===== config.mk =====
export PLATFORM = sky130hd
export DESIGN_NAME = sscr_top
export DESIGN_NICKNAME = d
export VERILOG_FILES = /design/src/rtl/sscr_pkg.sv /design/src/rtl/sscr_top.sv /design/src/rtl/sscr_shifter.sv
export SDC_FILE = /design/constraint.sdc
export NUM_CORES = 1
export LEC_CHECK = 0
export BUFFER_PORTS_ARGS = -buffer_cell sky130_fd_sc_hd__buf_2
export CELL_PAD_IN_SITES_DETAIL_PLACEMENT = 2
export CELL_PAD_IN_SITES_GLOBAL_PLACEMENT = 2
export CORE_MARGIN = 10
export CORE_UTILIZATION = 32
export DETAILED_ROUTE_END_ITERATION = 16
export GPL_ROUTABILITY_DRIVEN = 0
export GPL_TIMING_DRIVEN = 0
export PLACE_DENSITY = 0.76
export SYNTH_ARGS = -nofsm -noshare
export SYNTH_HDL_FRONTEND = slang
export SYNTH_SLANG_ARGS = --single-unit

===== constraint.sdc =====
create_clock -name MCLK_I -period 1.7 [get_ports MCLK_I]
set_input_delay 0.17 -clock MCLK_I [delete_from_list [all_inputs] [get_ports MCLK_I]]
set_output_delay 0.17 -clock MCLK_I [all_outputs]
set_load 0.01 [all_outputs]

===== src/rtl/sscr_pkg.sv =====
/*
 * Shared constants of the serial configuration register bank: word
 * geometry, destination codes, field positions and the masks that mark
 * which bits wait for the next integer divide word before taking effect.
 * Assumes it is compiled before every file that names it.
 */
package sscr_pkg;

    // Geometry of a programming word.
    localparam int unsigned WORD_W   = 32;
    localparam int unsigned CODE_W   = 4;
    localparam int unsigned NUM_REGS = 13;

    // Destination codes that matter to the logic.
    localparam logic [3:0] CODE_INT_DIV   = 4'h0;
    localparam logic [3:0] CODE_REF_PATH  = 4'h4;
    localparam logic [3:0] CODE_OUT_STAGE = 4'h6;
    localparam logic [3:0] CODE_LAST      = 4'hc;

    // Index form of the same destinations, for array selects.
    localparam int unsigned IDX_AUX_FRAC  = 2;
    localparam int unsigned IDX_REF_PATH  = 4;
    localparam int unsigned IDX_OUT_STAGE = 6;
    localparam int unsigned IDX_CAL_TIME  = 9;
    localparam int unsigned IDX_CONV      = 10;
    localparam int unsigned IDX_RESYNC    = 12;

    // Control bits inside words.
    localparam int unsigned AUTOCAL_BIT   = 21;
    localparam int unsigned DBUF_EN_BIT   = 14;

    // Field positions: auxiliary fraction numerator in word 2.
    localparam int unsigned AUX_FRAC_HI   = 31;
    localparam int unsigned AUX_FRAC_LO   = 18;
    // Calibration timing word 9.
    localparam int unsigned BAND_SEL_HI   = 31;
    localparam int unsigned BAND_SEL_LO   = 24;
    localparam int unsigned LOCK_TMO_HI   = 23;
    localparam int unsigned LOCK_TMO_LO   = 14;
    localparam int unsigned ALC_WAIT_HI   = 13;
    localparam int unsigned ALC_WAIT_LO   = 9;
    localparam int unsigned SYN_WAIT_HI   = 8;
    localparam int unsigned SYN_WAIT_LO   = 4;
    // Converter control word 10.
    localparam int unsigned CONV_DIV_HI   = 13;
    localparam int unsigned CONV_DIV_LO   = 6;
    localparam int unsigned CONV_REQ_BIT  = 5;
    localparam int unsigned CONV_EN_BIT   = 4;
    // Resync timer word 12.
    localparam int unsigned RESYNC_HI     = 31;
    localparam int unsigned RESYNC_LO     = 12;

    // Reset value of every stored word.
    localparam logic [31:0] WORD_RESET    = 32'h0000_0000;

    // Bits held back until the next integer divide word, per register.
    localparam logic [12:0][31:0] DB_MASK = {
        32'h0000_0000, 32'h0000_0000, 32'h0000_0000, 32'h0000_0000,
        32'h0000_0000, 32'h0000_0000, 32'h0000_0000, 32'h0000_0000,
        32'h07ff_bc00, 32'h0fff_fff0, 32'hffff_fff0, 32'h0fff_fff0,
        32'h0000_0000};

    // Divider select bits of word 6, held back only when enabled.
    localparam logic [31:0] DBB_MASK      = 32'h00e0_0000;

endpackage


===== src/rtl/sscr_top.sv =====
/*
 * Write-only configuration register bank of a fractional-N synthesizer.
 * Words arrive over the three-wire serial port, are steered by their low
 * four bits and either take effect at once or wait in a shadow stage for
 * the next integer divide word. Active words and key fields are outputs.
 * Assumes the analog and calibration logic downstream reads the outputs.
 */
`timescale 1ns/1ps

// How it works
// - Shift MSB first, transfer on strobe rise
// - Low four bits select registers 0-12
// - Shadowed fields apply on next word 0
// - Divider select shadowed only if enabled
// - Word 2 top 14 bits shadowed numerator
// - Word 9 holds timeout and timing fields
// - Word 12 holds resync clock timer
// - Word 9 fields sit above code
// - Word 10 controls above code bits
// - Word 0 with autocal bit starts calibration
module sscr_top
(
    input  wire logic              MCLK_I,          // System clock.
    input  wire logic              RST_N_I,         // Async reset, low.
    input  wire logic              SER_CLK_I,       // Serial clock pin.
    input  wire logic              SER_DATA_I,      // Serial data pin.
    input  wire logic              LATCH_STROBE_I,  // Latch strobe pin.
    output logic [12:0][31:0]      ACTIVE_WORDS_O,  // Words in effect.
    output logic                   WORD_TAKEN_O,    // Valid word pulse.
    output logic                   AUTOCAL_START_O, // Calibration pulse.
    output logic [13:0]            AUX_FRAC_O,      // Aux numerator.
    output logic [7:0]             BAND_SEL_TIME_O, // Band select time.
    output logic [9:0]             LOCK_TIMEOUT_O,  // Lock timeout.
    output logic [4:0]             ALC_WAIT_O,      // Level wait.
    output logic [4:0]             SYNTH_WAIT_O,    // Synth lock wait.
    output logic [7:0]             CONV_CLK_DIV_O,  // Converter divider.
    output logic                   CONV_ENABLE_O,   // Converter enable.
    output logic                   CONV_REQUEST_O,  // Conversion request.
    output logic [19:0]            RESYNC_CLOCK_O   // Resync timer.
);

    logic [31:0]        word;            // Word from the serial front end.
    logic               load;            // Latch event from the front end.
    logic [3:0]         code;            // Destination code of the word.
    logic               code_ok;         // Code names a real register.
    logic               commit;          // Valid integer divide word.
    logic [12:0][31:0]  eff_mask;        // Held-back bits per register.
    logic [12:0][31:0]  commit_mask;     // Bits that word 0 releases.
    logic [12:0][31:0]  held_ff;         // Shadow stage, as written.
    logic [12:0][31:0]  nxt_held;        // Next shadow stage.
    logic [12:0][31:0]  active_ff;       // Values in effect.
    logic [12:0][31:0]  nxt_active;      // Next values in effect.
    logic               taken_ff;        // Registered accept pulse.
    logic               nxt_taken;       // Next accept pulse.
    logic               autocal_ff;      // Registered calibration pulse.
    logic               nxt_autocal;     // Next calibration pulse.

    // Pin synchronisation and shifting live in the front end.
    sscr_shifter u_shifter
    (
        .clk_i    (MCLK_I),
        .rst_n_i  (RST_N_I),
        .sclk_i   (SER_CLK_I),
        .sdata_i  (SER_DATA_I),
        .strobe_i (LATCH_STROBE_I),
        .word_o   (word),
        .load_o   (load)
    );

    assign code    = word[3:0];
    assign code_ok = (code <= sscr_pkg::CODE_LAST);
    assign commit  = load && code_ok && (code == sscr_pkg::CODE_INT_DIV);

    // Per-register mask of held-back bits. Only word 6 has a conditional
    // part; its enable is the reference path bit already in effect, so a
    // change to it never races the word it governs.
    genvar gi;
    generate
        for (gi = 0; gi < 13; gi++)
        begin : g_mask
            if (gi == sscr_pkg::IDX_OUT_STAGE)
            begin : g_cond
                assign eff_mask[gi] = sscr_pkg::DB_MASK[gi] |
                    (active_ff[sscr_pkg::IDX_REF_PATH][sscr_pkg::DBUF_EN_BIT]
                     ? sscr_pkg::DBB_MASK : 32'h0000_0000);
                // Word 0 always releases the divider select. A value held
                // while buffering was on is not lost if buffering is then
                // switched off; with buffering off the shadow equals the
                // active value, so the release changes nothing.
                assign commit_mask[gi] = sscr_pkg::DB_MASK[gi] |
                                         sscr_pkg::DBB_MASK;
            end
            else
            begin : g_plain
                assign eff_mask[gi]    = sscr_pkg::DB_MASK[gi];
                assign commit_mask[gi] = sscr_pkg::DB_MASK[gi];
            end
        end
    endgenerate

    // Next values of the shadow and active stages. The shadow keeps the
    // whole word; only masked bits are ever read from it, which costs
    // some flops but keeps the commit a single uniform merge.
    always_comb
    begin
        nxt_held    = held_ff;
        nxt_active  = active_ff;
        nxt_taken   = 1'b0;
        nxt_autocal = 1'b0;
        if (commit)
        begin
            for (int r = 0; r < 13; r++)
            begin
                nxt_active[r] = (active_ff[r] & ~commit_mask[r]) |
                                (held_ff[r] & commit_mask[r]);
            end
        end
        if (load && code_ok)
        begin
            nxt_taken        = 1'b1;
            nxt_held[code]   = word;
            // Unmasked bits take effect at once; masked ones wait.
            nxt_active[code] = (nxt_active[code] & eff_mask[code]) |
                               (word & ~eff_mask[code]);
        end
        if (commit && word[sscr_pkg::AUTOCAL_BIT])
        begin
            nxt_autocal = 1'b1;
        end
    end

    // Registers only; everything clears to a constant on reset.
    always_ff @(posedge MCLK_I or negedge RST_N_I)
    begin
        if (!RST_N_I)
        begin
            held_ff    <= {13{sscr_pkg::WORD_RESET}};
            active_ff  <= {13{sscr_pkg::WORD_RESET}};
            taken_ff   <= 1'b0;
            autocal_ff <= 1'b0;
        end
        else
        begin
            held_ff    <= nxt_held;
            active_ff  <= nxt_active;
            taken_ff   <= nxt_taken;
            autocal_ff <= nxt_autocal;
        end
    end

    // Outputs are the active stage, its slices and the pulse flops, so they come from flops.
    assign ACTIVE_WORDS_O  = active_ff;
    assign WORD_TAKEN_O    = taken_ff;
    assign AUTOCAL_START_O = autocal_ff;
    assign AUX_FRAC_O      = active_ff[sscr_pkg::IDX_AUX_FRAC]
                             [sscr_pkg::AUX_FRAC_HI:sscr_pkg::AUX_FRAC_LO];
    assign BAND_SEL_TIME_O = active_ff[sscr_pkg::IDX_CAL_TIME]
                             [sscr_pkg::BAND_SEL_HI:sscr_pkg::BAND_SEL_LO];
    assign LOCK_TIMEOUT_O  = active_ff[sscr_pkg::IDX_CAL_TIME]
                             [sscr_pkg::LOCK_TMO_HI:sscr_pkg::LOCK_TMO_LO];
    assign ALC_WAIT_O      = active_ff[sscr_pkg::IDX_CAL_TIME]
                             [sscr_pkg::ALC_WAIT_HI:sscr_pkg::ALC_WAIT_LO];
    assign SYNTH_WAIT_O    = active_ff[sscr_pkg::IDX_CAL_TIME]
                             [sscr_pkg::SYN_WAIT_HI:sscr_pkg::SYN_WAIT_LO];
    assign CONV_CLK_DIV_O  = active_ff[sscr_pkg::IDX_CONV]
                             [sscr_pkg::CONV_DIV_HI:sscr_pkg::CONV_DIV_LO];
    assign CONV_ENABLE_O   = active_ff[sscr_pkg::IDX_CONV]
                             [sscr_pkg::CONV_EN_BIT];
    assign CONV_REQUEST_O  = active_ff[sscr_pkg::IDX_CONV]
                             [sscr_pkg::CONV_REQ_BIT];
    assign RESYNC_CLOCK_O  = active_ff[sscr_pkg::IDX_RESYNC]
                             [sscr_pkg::RESYNC_HI:sscr_pkg::RESYNC_LO];
endmodule


===== src/rtl/sscr_shifter.sv =====
/*
 * Serial front end: brings the three programming pins into the system
 * clock domain, shifts data in on each serial clock rise and reports a
 * whole word on each latch strobe rise.
 * Assumes the serial clock is much slower than the system clock so that
 * every serial edge is seen after synchronisation.
 */
`timescale 1ns/1ps

module sscr_shifter
(
    input  wire logic        clk_i,      // System clock.
    input  wire logic        rst_n_i,    // Asynchronous reset, active low.
    input  wire logic        sclk_i,     // Serial clock pin.
    input  wire logic        sdata_i,    // Serial data pin.
    input  wire logic        strobe_i,   // Latch strobe pin.
    output logic      [31:0] word_o,     // Last full word shifted in.
    output logic             load_o      // One-cycle pulse per latch.
);

    // Two-flop synchronisers plus one delay stage for edge finding.
    logic [2:0]  sclk_ff;                // Serial clock sync chain.
    logic [2:0]  strobe_ff;              // Strobe sync chain.
    logic [1:0]  sdata_ff;               // Data sync chain.
    logic [31:0] shift_ff;               // Shift register.
    logic [31:0] nxt_shift;              // Next shift register value.
    logic [31:0] word_ff;                // Word captured at the latch.
    logic [31:0] nxt_word;               // Next captured word.
    logic        load_ff;                // Registered load pulse.
    logic        nxt_load;               // Next load pulse.
    logic        sclk_rise;              // Serial clock rose.
    logic        strobe_rise;            // Strobe rose.

    // Edges are taken between the second and third stages only, so the
    // first flop of each chain feeds nothing but the second.
    assign sclk_rise   = sclk_ff[1] & ~sclk_ff[2];
    assign strobe_rise = strobe_ff[1] & ~strobe_ff[2];

    // Next-state logic for the shifter and the captured word.
    always_comb
    begin
        nxt_shift = shift_ff;
        nxt_word  = word_ff;
        nxt_load  = 1'b0;
        if (sclk_rise)
        begin
            nxt_shift = {shift_ff[30:0], sdata_ff[1]};
        end
        if (strobe_rise)
        begin
            nxt_word = shift_ff;
            nxt_load = 1'b1;
        end
    end

    // Registers only; reset takes constants.
    always_ff @(posedge clk_i or negedge rst_n_i)
    begin
        if (!rst_n_i)
        begin
            sclk_ff   <= 3'h0;
            strobe_ff <= 3'h0;
            sdata_ff  <= 2'h0;
            shift_ff  <= 32'h0000_0000;
            word_ff   <= 32'h0000_0000;
            load_ff   <= 1'b0;
        end
        else
        begin
            sclk_ff   <= {sclk_ff[1:0], sclk_i};
            strobe_ff <= {strobe_ff[1:0], strobe_i};
            sdata_ff  <= {sdata_ff[0], sdata_i};
            shift_ff  <= nxt_shift;
            word_ff   <= nxt_word;
            load_ff   <= nxt_load;
        end
    end

    assign word_o = word_ff;
    assign load_o = load_ff;
endmodule


# After elaboration in Yosys (flattened, before gate mapping)
# Index checks and enable logic that the tools add are counted.
# word_totals
word_cells,69
mem_bits_rw,0
rom_bits,0
input_bits,5
n_memories,0
out_inout_bits,490
latchBits,0
ff_bits,907
# classes
bitwise,13
n_shift,0
magnitude_cmp,3
reduce_logical,5
multipliers,0
eq_ne,0
add_sub_neg,0
mux,14
n_div,0
# ops
op,count
$bwmux W416,2
$mux W416,1
$bmux W32 S4,2
$mux W224,1
$demux W32 S4,1
$mux W32,3
$and A32 B32 Y32,2
$or A32 B28 Y32,2
$not A32 Y32,1
$or A32 B24 Y32,1
$or A32 B27 Y32,1
$or A32 B32 Y32,1
$or A4 B32 Y32,1
$mux W24,1
$lt A4 B5 Y1 const B,1
$ge A4 B1 Y1 const B,1
$le A4 B4 Y1 const B,1
$logic_and A1 B1 Y1,4
$logic_not A4 Y1,1
$mux W1,3
$and A1 B1 Y1,2
$not A1 Y1,2

# Logic depth before layout (Yosys ltp)
# Gate-level depths: netlist of run 1.
# logic_depth
ltp_word,10
depth_mapped,8
mapped_depth_nobuf,4

# Hierarchy
# A second synthesis of run 1 with hierarchy kept.
# hier_totals
cells_unflattened,1827
hier_area_um2,22689.3
# by_module_without_submodules
module,cells_each,area_each_um2,instances,seq_area_each_um2
sscr_top,1679,19806.5,1,12837.3
sscr_shifter,148,2882.8,1,1826.8

# Least setup slack after synthesis of run 1
# Ideal clock, no wire load.
# synth_path
kind,register -> register
from,"reg u_shifter.word_ff[2], in the netlist u_shifter.word_o[2]"
to,reg held_ff[42] (netlist name)
required_time_ns,1.575
path_stages_with_launch,6
t_arrival_ns,1.693
path_buffers,2
path_slack_ns,-0.118
synth_period_minus_slack_ns,1.818
setup_ns,0.125
path_cell_list,dfrtp_1 -> buf_2 -> nand2b_1 -> nor4_4 -> buf_2 -> mux2_2
# synth_between
elab_chain_cells,5
word_cells_on_any_way,8
cone_classes,order compare: 3; mux: 3; reduce/logical: 2
# synth_rtl
item,line,text
"start, declared",sscr_shifter.sv:27,logic [31:0] word_ff;
"start signal, assigned",sscr_shifter.sv:74,word_ff <= nxt_word;
$lt A4 B5 Y1 (implied by the code) or $ge A4 B1 Y1 (tied branches),sscr_top.sv:121,nxt_held[code] = word;
$logic_and A1 B1 Y1 (implied by the code),sscr_top.sv:121,
$mux W32 (implied by the code),sscr_top.sv:121,
$demux W32 S4,sscr_top.sv:121,
$bwmux W416,sscr_top.sv:121,
"end signal, assigned",sscr_top.sv:137,held_ff <= {13{sscr_pkg::WORD_RESET}};
"end signal, assigned",sscr_top.sv:144,held_ff <= nxt_held;
"end, declared",sscr_top.sv:49,logic [12:0][31:0] held_ff;
# Several ways; a longest one is shown, not always the timed one.
# A chain may end at the register's enable or synchronous reset.

==> run summary, run 1 <==
status - finished with violations
failing checks - negative hold slack, negative setup slack
I/O Pins - 495
clk root buf - clkbuf_16
min-delay worst type - in2async
row count - 96
worst reg2reg endpoint - ACTIVE_WORDS_O[215]$_DFF_PN0_
Die Y - 284.2 µm
period utilization - 122.4%
main area contributors after synthesis - dfrtp_1 66%, mux2_2 12%, nand2_1 8.6%, o21ai_0 3.6%, buf_4 2.5%
vias in the first global route - 20460
fmax - 480.6 MHz
WP data arrival - 2.56 ns
PwrDens - 1458 nW/µm²
worst hold slack - -0.5026 ns
reg2reg setup slack - -0.38 ns
cell leakage power - 17.33 nW
most common cell after layout, fill and taps aside - dfrtp_1
Post-Route WL - 114700 µm
post-synthesis sequential area ratio - 65.66%
syn avg cell area - 12.03 µm²
Iter 0 DRT Violations - 1109
Clock Tree Buf Depth - 3
Non-Filler Instances - 3536
die area - 80760 µm²
number of remaining DRC errors - 0
Final Skew - 0.03939 ns
gr ovfl total - 0
cells on worst reg2reg path - 7
Initial Utilization - 32.39%
worst setup margin - -0.3809 ns
Synth Register Bits - 586
Slowest-stage cell, CP - mux4_2
largest net degree at the start of global routing - 119
maxcap violations - 0
DR WL/cell - 32.45 µm
GRT Util Overall - 25.66%
final hold violations - 73
commonest non-fill, non-tap cells in the layout - 581 x dfrtp_1, 500 x buf_2, 451 x nand2_1
share of layout cells above drive strength 1 - 53.21%
length of routed met2 wiring - 59630 µm
mapped cell area - 22330 µm²
CP max stage delay - 0.54 ns
R2R Path Start - u_shifter.word_o[1]$_DFFE_PN0P_
initial antenna violation count - 2
hold_buf cts - 5
met3 WL - 6183 µm
worst skew pair latency - 0.63 ns
critical path class - reg2reg
first-pass GRT wire length - 153300 µm
critical path required time - 2.18 ns
CP endpoint kind - flip-flop
core area - 68950 µm²
post-synth top area cell - dfrtp_1
DR top layer - met4
Worst slew margin - 25.58%
Antenna Nets Post-Route - 0
final instance area - 32840 µm²
Post-synth ARST share - 100.0%
Mapped Nets - 1862
vias per cell - 5.171
TritonCTS clock tree - done
Worst-path clk slew - 0.07 ns
CTS HTree Levels - 3
RSZ-0062 raised after global routing - yes
Synth top area share - 65.66%
Final Net Count - 2557
ys flop type - dfrtp_1
Post-synth EDFFs - 0
Syn Inst Count - 1857
Syn. warnings - 0
Port Buffer Count - 494
Antenna Cells - 0
worst-path fanout max - 6
pre-CTS setup slack - -1.196 ns
Worst VDD drop - 795.9 µV
CP Launch Type - flip-flop
Distinct cells, synth - 42
Clock Sinks - 586
post-placement cell count - 3287
Worst Tran Pin Value - 1.116 ns
wl on met1 - 43710 µm
CP cell instances - buf_12 > buf_8 > buf_6 > mux4_2 > mux2i_1 > and4_1 > nor3_2
chip width - 284.2 µm
Vias - 18280
Layout area overhead - 47.05%
Final Max Tran Viols - 0
Area after DPL - 26220 µm²
Num CTS Buffers - 67
Final Setup Violations - 515
drt first pass iters - 4
Tmin final - 2.081 ns
HPWL after DPL - 65310 µm
-- logic make-up (layout without fill, tap and decap cells) --
| logic type | Yosys count | in the layout | synth area share (%) |
|---|---|---|---|
| AND/OR/NAND/NOR | 623 | 635 | 11.80 |
| flip-flops | 586 | 586 | 65.66 |
| multiplexers | 257 | 257 | 13.07 |
| AO/OA/AOI/OAI | 209 | 217 | 5.003 |
| buffers and inverters | 182 | 910 | 4.471 |
-- area by class of cell --
cell class / count / area (µm²)
sequential: 586 / 14670
timing repair buffer: 615 / 4267
inverter: 1 / 3.754
clock inverter: 20 / 221.5
tap: 931 / 1165
fill: 6838 / 36100
clock buffer: 102 / 1981
multi-input combinational: 1109 / 8757
buffer: 172 / 1778
-- metal layers --
metal,track usage (%),vias up
met2,46.32,691
met5,0,-
li1,-,7561
met3,5.793,242
met1,29.15,9789
met4,9.538,0
-- cell usage after synthesis, types with 3 or more instances --
cell and n:
dfrtp_1 586, mux4_2 4, buf_2 33, mux2i_1 16, clkbuf_1 67, nor3_2 3, buf_4 73, o21ai_0 161
nor3_1 10, nand2b_1 22, buf_1 8, and2_1 27, or3_1 3, nand2_1 509, o21ai_1 11, mux2_2 237
nor2b_1 11, o221a_2 8, or2_2 3, a21oi_1 21, nor2_1 19
-- registers in the layout, indices dropped and copies added, names as in the netlist --
register             flops
u_shifter.sdata_ff       2
u_shifter.sclk_ff        3
u_shifter.strobe_ff      3
WORD_TAKEN_O             1
AUTOCAL_START_O          1
u_shifter.word_o        32
held_ff                 95
u_shifter.shift_ff      32
ACTIVE_WORDS_O         416
u_shifter.load_o         1
-- worst max-delay path, delay by kind of cell, from the launching register on --
| kind | cells | cell delay [ns] |
|---|---|---|
| buf+inv | 3 | 0.37 |
| flops | 1 | 0.45 |
| mux | 2 | 0.75 |
| simple gates | 2 | 0.36 |
-- how the worst max path moves through the flow --
stage | slack, ns | end | from
finish | -0.38 | ACTIVE_WORDS_O[215]$_DFF_PN0_ | u_shifter.word_o[1]$_DFFE_PN0P_
global route | -0.39 | ACTIVE_WORDS_O[215]$_DFF_PN0_ | u_shifter.word_o[1]$_DFFE_PN0P_
detailed placement | -1.20 | ACTIVE_WORDS_O[406]$_DFFE_PN0P_ | u_shifter.word_o[3]$_DFFE_PN0P_
global placement | -11.53 | held_ff[81]$_DFFE_PN0P_ | RST_N_I
floorplan | -0.03 | held_ff[145]$_DFFE_PN0P_ | u_shifter.word_o[3]$_DFFE_PN0P_
CTS | -0.18 | held_ff[89]$_DFFE_PN0P_ | u_shifter.word_o[2]$_DFFE_PN0P_
-- stage by stage --
| stage | total power, mW | utilization [%] | hold WS (ns) | setup TNS (ns) |
|---|---|---|---|---|
| after floorplan | 21.64 | - | -0.1256 | -0.8421 |
| after global placement | 25.93 | 37.81 | 0.2986 | -6996.25 |
| after detailed placement | 26.53 | 38.03 | 0.1466 | -387.67 |
| after CTS | 45.81 | 45.70 | -0.4975 | -37.63 |
| after global routing | 49.39 | 47.64 | -0.4731 | -104.14 |
| final | 47.87 | 47.64 | -0.5026 | -83.31 |
-- report_power, final --
part / internal, mW / total (mW) / switching (mW) / leakage (nW)
Clock: 8.56 / 14.9 / 6.36 / 1.08
Sequential: 15.9 / 18.3 / 2.46 / 7.99
Combinational: 6.20 / 14.6 / 8.42 / 8.26
Total: 30.6 / 47.9 / 17.2 / 17.3
-- repair_timing --
action | CTS | global route
pin swaps | 61 | 53
endpoints found under the setup margin | 566 | 623
gates resized for setup | 556 | 257
hold endpoints to repair | 64 | 58
gates cloned | 32 | 18
setup buffers | 52 | 30
No activity file was read; power rests on OpenSTA's default activity.
==> run 2: changes to the inputs <==
--- a/config.mk
+++ b/config.mk
@@ -8,6 +8,7 @@
 export BUFFER_PORTS_ARGS = -buffer_cell sky130_fd_sc_hd__buf_2
 export CELL_PAD_IN_SITES_DETAIL_PLACEMENT = 2
 export CELL_PAD_IN_SITES_GLOBAL_PLACEMENT = 2
+export CORE_ASPECT_RATIO = 2
 export CORE_MARGIN = 10
 export CORE_UTILIZATION = 32
 export DETAILED_ROUTE_END_ITERATION = 16
==> run summary, run 2 (synthesis gave the netlist of run 1 again) <==
vias per cell - 5.328 (was 5.171)
Final Max Tran Viols - 0 (unchanged)
Vias - 18550 (was 18280)
drt first pass iters - 5 (was 4)
clk root buf - clkbuf_16 (unchanged)
CP Launch Type - flip-flop (unchanged)
Layout area overhead - 46.84% (was 47.05%)
Int Power - 28.86 mW (was 30.65 mW)
final hold violations - 103 (was 73)
Clock Tree Buf Depth - 3 (unchanged)
clock network power share - 29.6% (was 31.2%)
switching power total - 16.56 mW (was 17.23 mW)
fmax - 473.2 MHz (was 480.6 MHz)
I/O Pins - 495 (unchanged)
row count - 137 (was 96)
Antenna Nets Post-Route - 0 (unchanged)
sum of negative setup slack - -124.21 ns (was -83.31 ns)
Port Buffer Count - 494 (unchanged)
Slowest-stage cell, CP - dfrtp_2 (was mux4_2)
commonest non-fill, non-tap cells in the layout - 581 x dfrtp_1, 499 x buf_2, 269 x nand2_1 (was 581 x dfrtp_1, 500 x buf_2, 451 x nand2_1)
Num CTS Buffers - 54 (was 67)
critical path required time - 2.19 ns (was 2.18 ns)
period utilization - 124.3% (was 122.4%)
Setup crit start - u_shifter.word_o[0]$_DFFE_PN0P_ (was u_shifter.word_o[1]$_DFFE_PN0P_)
PwrDens - 1385 nW/µm² (was 1458 nW/µm²)
CP top delay family - simple AND/OR/NAND/NOR gates (was multiplexers)
status - finished with violations (unchanged)
CTS HTree Levels - 2 (was 3)
post-placement cell count - 3259 (was 3287)
chip width - 206.8 µm (was 284.2 µm)
fin util - 47.24% (was 47.64%)
Antenna Cells - 0 (unchanged)
cells on worst reg2reg path - 5 (was 7)
worst path bufs/invs - 2 (was 3)
largest net degree at the start of global routing - 122 (was 119)
Final Setup Violations - 522 (was 515)
Worst slew margin - 30.54% (was 25.58%)
Worst Tran Pin Value - 1.042 ns (was 1.116 ns)
max FFs per register - 416 (unchanged)
initial antenna violation count - 2 (unchanged)
first-pass GRT wire length - 153100 µm (was 153300 µm)
Area after DPL - 26180 µm² (was 26220 µm²)
core area - 69420 µm² (was 68950 µm²)
Gate power share - 30.1% (was 30.5%)
Final Skew - 0.03217 ns (was 0.03939 ns)
Worst-path clk slew - 0.08 ns (was 0.07 ns)
Non-Filler Instances - 3481 (was 3536)
Die Y - 393.6 µm (was 284.2 µm)
gr ovfl total - 0 (unchanged)
worst hold slack - -0.2675 ns (was -0.5026 ns)
CP endpoint kind - flip-flop (unchanged)
critical path class - reg2reg (unchanged)
cell leakage power - 18.14 nW (was 17.33 nW)
worst reg2reg endpoint - ACTIVE_WORDS_O[350]$_DFFE_PN0P_ (was ACTIVE_WORDS_O[215]$_DFF_PN0_)
Final Net Count - 2539 (was 2557)
min-delay worst type - in2async (unchanged)
failing checks - negative hold slack, negative setup slack (unchanged)
Clock Sinks - 586 (unchanged)
Iter 0 DRT Violations - 1009 (was 1109)
most common cell after layout, fill and taps aside - dfrtp_1 (unchanged)
Worst VDD drop - 849.2 µV (was 795.9 µV)
worst setup margin - -0.4132 ns (was -0.3809 ns)
final instance area - 32800 µm² (was 32840 µm²)
total power - 45.42 mW (was 47.87 mW)
hold_buf cts - 4 (was 5)
TritonCTS clock tree - done (unchanged)
RSZ-0062 raised after global routing - yes (unchanged)
CP cell instances - nand2b_4 > buf_4 > or3_4 > clkbuf_8 > o21ai_0 (was buf_12 > buf_8 > buf_6 > mux4_2 > mux2i_1 > and4_1 > nor3_2)
worst skew pair latency - 0.65 ns (was 0.63 ns)
reg2reg setup slack - -0.41 ns (was -0.38 ns)
worst-path fanout max - 10 (was 6)
R2R Path Start - u_shifter.word_o[0]$_DFFE_PN0P_ (was u_shifter.word_o[1]$_DFFE_PN0P_)
HPWL after DPL - 68560 µm (was 65310 µm)
CP max stage delay - 0.51 ns (was 0.54 ns)
die area - 81400 µm² (was 80760 µm²)
Initial Utilization - 32.17% (was 32.39%)
WP data arrival - 2.60 ns (was 2.56 ns)
maxcap violations - 0 (unchanged)
DR WL/cell - 34.84 µm (was 32.45 µm)
vias in the first global route - 20150 (was 20460)
number of remaining DRC errors - 0 (unchanged)
Post-Route WL - 121300 µm (was 114700 µm)
GRT Util Overall - 25.84% (was 25.66%)
share of layout cells above drive strength 1 - 56.40% (was 53.21%)
Sequential Power Share - 40.2% (was 38.3%)
Tmin final - 2.113 ns (was 2.081 ns)
Switching Share - 36.45% (was 35.98%)
[run 2: cell count changes in the layout (fill, tap and decap cells not counted), sizes merged, moves of 2 or more]
cell,before,now
buf,718,710
nand2,521,513
clkbuf,166,160
clkinv,12,7
dlygate4sd3,5,3
bufinv,3,5
[run 2: worst max-delay path by stage]
stage / to / cells after the start
finish: ACTIVE_WORDS_O[350]$_DFFE_PN0P_ / 5
floorplan: held_ff[145]$_DFFE_PN0P_ / 6
global placement: ACTIVE_WORDS_O[161]$_DFFE_PN0P_ / 1
CTS: ACTIVE_WORDS_O[261]$_DFFE_PN0P_ / 7
detailed placement: ACTIVE_WORDS_O[383]$_DFFE_PN0P_ / 5
global route: ACTIVE_WORDS_O[248]$_DFFE_PN0P_ / 6
[run 2: stage by stage]
step / hold slack (ns) / setup slack (ns)
global placement: 0.2815 / -12.17
CTS: 0.1999 / -0.1657
finish: -0.2675 / -0.4132
floorplan: -0.1256 / -0.03027
global route: -0.2118 / -0.4220
detailed placement: 0.2853 / -1.382
[run 2: what timing repair did]
| item | in CTS | in global routing |
|---|---|---|
| buffers inserted | 55 | 25 |
| gates resized for setup | 483 | 411 |
| gates cloned | 26 | 23 |
| hold endpoints to repair | 106 | 103 |
| pin swaps | 75 | 173 |
| endpoints found under the setup margin | 567 | 626 |
[run 2: cell type report]
type | instances | area, µm²
Buffer | 174 | 1932
Clock buffer | 84 | 1614
Clock inverter | 16 | 252.7
Fill cell | 6775 | 36630
Inverter | 1 | 3.754
Multi-Input combinational cell | 1100 | 8846
Sequential cell | 586 | 14670
Tap cell | 903 | 1130
Timing Repair Buffer | 617 | 4347
[run 2: power by group through the flow]
| stage | Combinational [mW] | Sequential (mW) | Clock (mW) |
|---|---|---|---|
| finish | 13.7 | 18.3 | 13.5 |
| detailed placement | 8.83 | 17.7 | 0 |
| global placement | 8.49 | 17.6 | 0 |
| CTS | 11.7 | 17.7 | 13.4 |
| global route | 14.2 | 18.4 | 14.1 |
| floorplan | 3.80 | 17.8 | 0 |
[run 2: routing by layer]
metal / vias up / track usage (%) / share of wire (%)
li1: 7467 / - / -
met1: 9854 / 29.68 / 36
met2: 932 / 44.54 / 49
met3: 291 / 6.868 / 8.6
met4: 2 / 10.14 / 6.3
met5: - / 0 / 0.011
==> run 3: changes to the inputs <==
--- a/config.mk
+++ b/config.mk
@@ -10,11 +10,13 @@
 export CELL_PAD_IN_SITES_GLOBAL_PLACEMENT = 2
 export CORE_ASPECT_RATIO = 2
 export CORE_MARGIN = 10
-export CORE_UTILIZATION = 32
+export CORE_UTILIZATION = 33
+export CTS_BUF_LIST = sky130_fd_sc_hd__clkbuf_2
 export DETAILED_ROUTE_END_ITERATION = 16
 export GPL_ROUTABILITY_DRIVEN = 0
 export GPL_TIMING_DRIVEN = 0
-export PLACE_DENSITY = 0.76
+export HOLD_SLACK_MARGIN = 0.06
+export PLACE_DENSITY = 0.79
 export SYNTH_ARGS = -nofsm -noshare
 export SYNTH_HDL_FRONTEND = slang
 export SYNTH_SLANG_ARGS = --single-unit
==> run summary, run 3 (synthesis gave the netlist of run 1 again) <==
worst setup margin - -0.7994 ns (was -0.4132 ns)
chip width - 204.0 µm (was 206.8 µm)
switching power total - 22.44 mW (was 16.56 mW)
Multi-input gate area - 10090 µm² (was 8846 µm²)
Int Power - 29.82 mW (was 28.86 mW)
Seq. cell area - 14730 µm² (was 14670 µm²)
Antenna Nets Post-Route - 0 (unchanged)
CP endpoint kind - flip-flop (unchanged)
cells on worst reg2reg path - 7 (was 5)
die area - 79120 µm² (was 81400 µm²)
reg2reg setup slack - -0.80 ns (was -0.41 ns)
Switching Share - 42.94% (was 36.45%)
pre-CTS setup slack - -1.123 ns (was -1.382 ns)
Sequential Power Share - 36.4% (was 40.2%)
Die Y - 387.9 µm (was 393.6 µm)
worst hold slack - -1.230 ns (was -0.2675 ns)
TritonCTS clock tree - done (unchanged)
Num CTS Buffers - 138 (was 54)
critical path required time - 2.92 ns (was 2.19 ns)
maxcap violations - 0 (unchanged)
Tmin final - 2.499 ns (was 2.113 ns)
HPWL after DPL - 68620 µm (was 68560 µm)
sum of negative setup slack - -410.42 ns (was -124.21 ns)
Final Net Count - 2948 (was 2539)
status - finished with violations (unchanged)
gr ovfl total - 0 (unchanged)
row count - 134 (was 137)
fmax - 400.1 MHz (was 473.2 MHz)
Clock Sinks - 586 (unchanged)
Worst Tran Pin Value - 1.167 ns (was 1.042 ns)
max FFs per register - 416 (unchanged)
drt first pass iters - 5 (unchanged)
Worst-path clk slew - 0.20 ns (was 0.08 ns)
CTS HTree Levels - 4 (was 2)
Final Setup Violations - 1024 (was 522)
share of layout cells above drive strength 1 - 68.00% (was 56.40%)
PwrDens - 1332 nW/µm² (was 1385 nW/µm²)
worst reg2reg endpoint - ACTIVE_WORDS_O[196]$_DFFE_PN0P_ (was ACTIVE_WORDS_O[350]$_DFFE_PN0P_)
total power - 52.26 mW (was 45.42 mW)
DR WL/cell - 41.26 µm (was 34.84 µm)
RSZ-0062 raised after global routing - yes (unchanged)
Port Buffer Count - 494 (unchanged)
Worst slew margin - 22.23% (was 30.54%)
Layout area overhead - 75.62% (was 46.84%)
Gate power share - 41.0% (was 30.1%)
number of remaining DRC errors - 0 (unchanged)
first-pass GRT wire length - 164600 µm (was 153100 µm)
vias in the first global route - 22280 (was 20150)
Final Skew - 0.1247 ns (was 0.03217 ns)
worst skew pair latency - 1.38 ns (was 0.65 ns)
R2R Path Start - u_shifter.word_o[1]$_DFFE_PN0P_ (was u_shifter.word_o[0]$_DFFE_PN0P_)
Iter 0 DRT Violations - 1575 (was 1009)
vias per cell - 5.555 (was 5.328)
Final Max Tran Viols - 0 (unchanged)
Setup crit start - u_shifter.word_o[1]$_DFFE_PN0P_ (was u_shifter.word_o[0]$_DFFE_PN0P_)
worst-path fanout max - 10 (unchanged)
Worst VDD drop - 647.0 µV (was 849.2 µV)
cell leakage power - 20.83 nW (was 18.14 nW)
most common cell after layout, fill and taps aside - dfrtp_1 (unchanged)
critical path class - reg2reg (unchanged)
period utilization - 147.0% (was 124.3%)
I/O Pins - 495 (unchanged)
commonest non-fill, non-tap cells in the layout - 534 x dfrtp_1, 531 x buf_6, 306 x buf_4 (was 581 x dfrtp_1, 499 x buf_2, 269 x nand2_1)
final hold violations - 357 (was 103)
# fillers - 6058 (was 6775)
CP Launch Type - flip-flop (unchanged)
failing checks - negative hold slack, negative setup slack (unchanged)
clock network power share - 22.6% (was 29.6%)
clk root buf - clkbuf_2 (was clkbuf_16)
min-delay worst type - in2async (unchanged)
Initial Utilization - 33.39% (was 32.17%)
core area - 66900 µm² (was 69420 µm²)
WP data arrival - 3.72 ns (was 2.60 ns)
Post-Route WL - 162400 µm (was 121300 µm)
initial antenna violation count - 4 (was 2)
Vias - 21870 (was 18550)
Clock Tree Buf Depth - 3 (unchanged)
largest net degree at the start of global routing - 128 (was 122)
GRT Util Overall - 28.74% (was 25.84%)
## run 3: cell count changes in the layout (fill, tap and decap cells not counted), moves of 22 or more
cell	before	now
dfrtp_1	581	534
nand2_4	99	121
buf_12	41	72
mux2_4	30	81
o21ai_2	14	100
mux2_2	207	156
clkbuf_2	12	208
buf_2	499	100
buf_6	24	531
o21ai_0	107	14
clkinv_1	0	30
buf_4	118	306
dfrtp_2	5	52
clkbuf_16	91	35
## run 3: cell type report
type | count | area share, %
Clock buffer | 203 | 2.590
Buffer | 168 | 5.802
Timing Repair Buffer | 938 | 24.67
Clock inverter | 44 | 0.8007
Inverter | 1 | 0.009570
Antenna cell | 3 | 0.01914
Sequential cell | 586 | 37.55
Multi-Input combinational cell | 1110 | 25.74
Tap cell | 884 | 2.820
## run 3: what timing repair did
item	in CTS	in global routing
pin swaps	82	234
setup buffers	93	307
hold buffers	9	1
gates resized for setup	593	1501
setup endpoints to repair	1055	1047
endpoints found under the hold margin	480	352
gates cloned	34	30
## run 3: power groups by stage
stage	registers (mW)	clock network [mW]	logic (mW)
6_report	19.0	11.8	21.4
5_1_grt	19.0	12.4	21.7
4_1_cts	17.8	10.4	13.9
3_5_place_dp	17.8	0	9.06
3_3_place_gp	17.6	0	8.62
2_1_floorplan	17.8	0	3.80
## run 3: per-stage QoR
stage	instance area (µm²)	util (%)	instances	hold slack (ns)
2_1_floorplan	22430	-	1857	-0.1256
3_3_place_gp	26010	38.88	3235	0.2823
3_5_place_dp	26160	39.10	3240	0.2321
4_1_cts	31340	46.84	3620	-1.223
5_1_grt	39220	58.63	3936	-1.212
6_report	39220	58.63	3937	-1.230
## run 3: worst max path at each step
stage	end	depth (start not counted)
floorplan	held_ff[145]$_DFFE_PN0P_	6
global placement	ACTIVE_WORDS_O[160]$_DFFE_PN0P_	1
detailed placement	ACTIVE_WORDS_O[94]$_DFF_PN0_	7
CTS	BAND_SEL_TIME_O[6]	2
global route	ACTIVE_WORDS_O[196]$_DFFE_PN0P_	6
finish	ACTIVE_WORDS_O[196]$_DFFE_PN0P_	7
## run 3: worst max-delay path: stages (launching register included)
cell     delay [ns]
dfrtp_1        0.45
buf_4          0.17
buf_12         0.17
buf_12         0.16
nor2_1         0.08
a21oi_2        0.66
o221a_4        0.46
mux2_4         0.20
## run 3: per-layer routing
metal  track usage (%)  vias up  share of wire [%]
met1             27.88    11410                 31
met5                 0        -              0.019
met2             52.58     1421                 51
li1                  -     8367                  -
met3             7.341      672                7.4
met4             18.38        4                 10
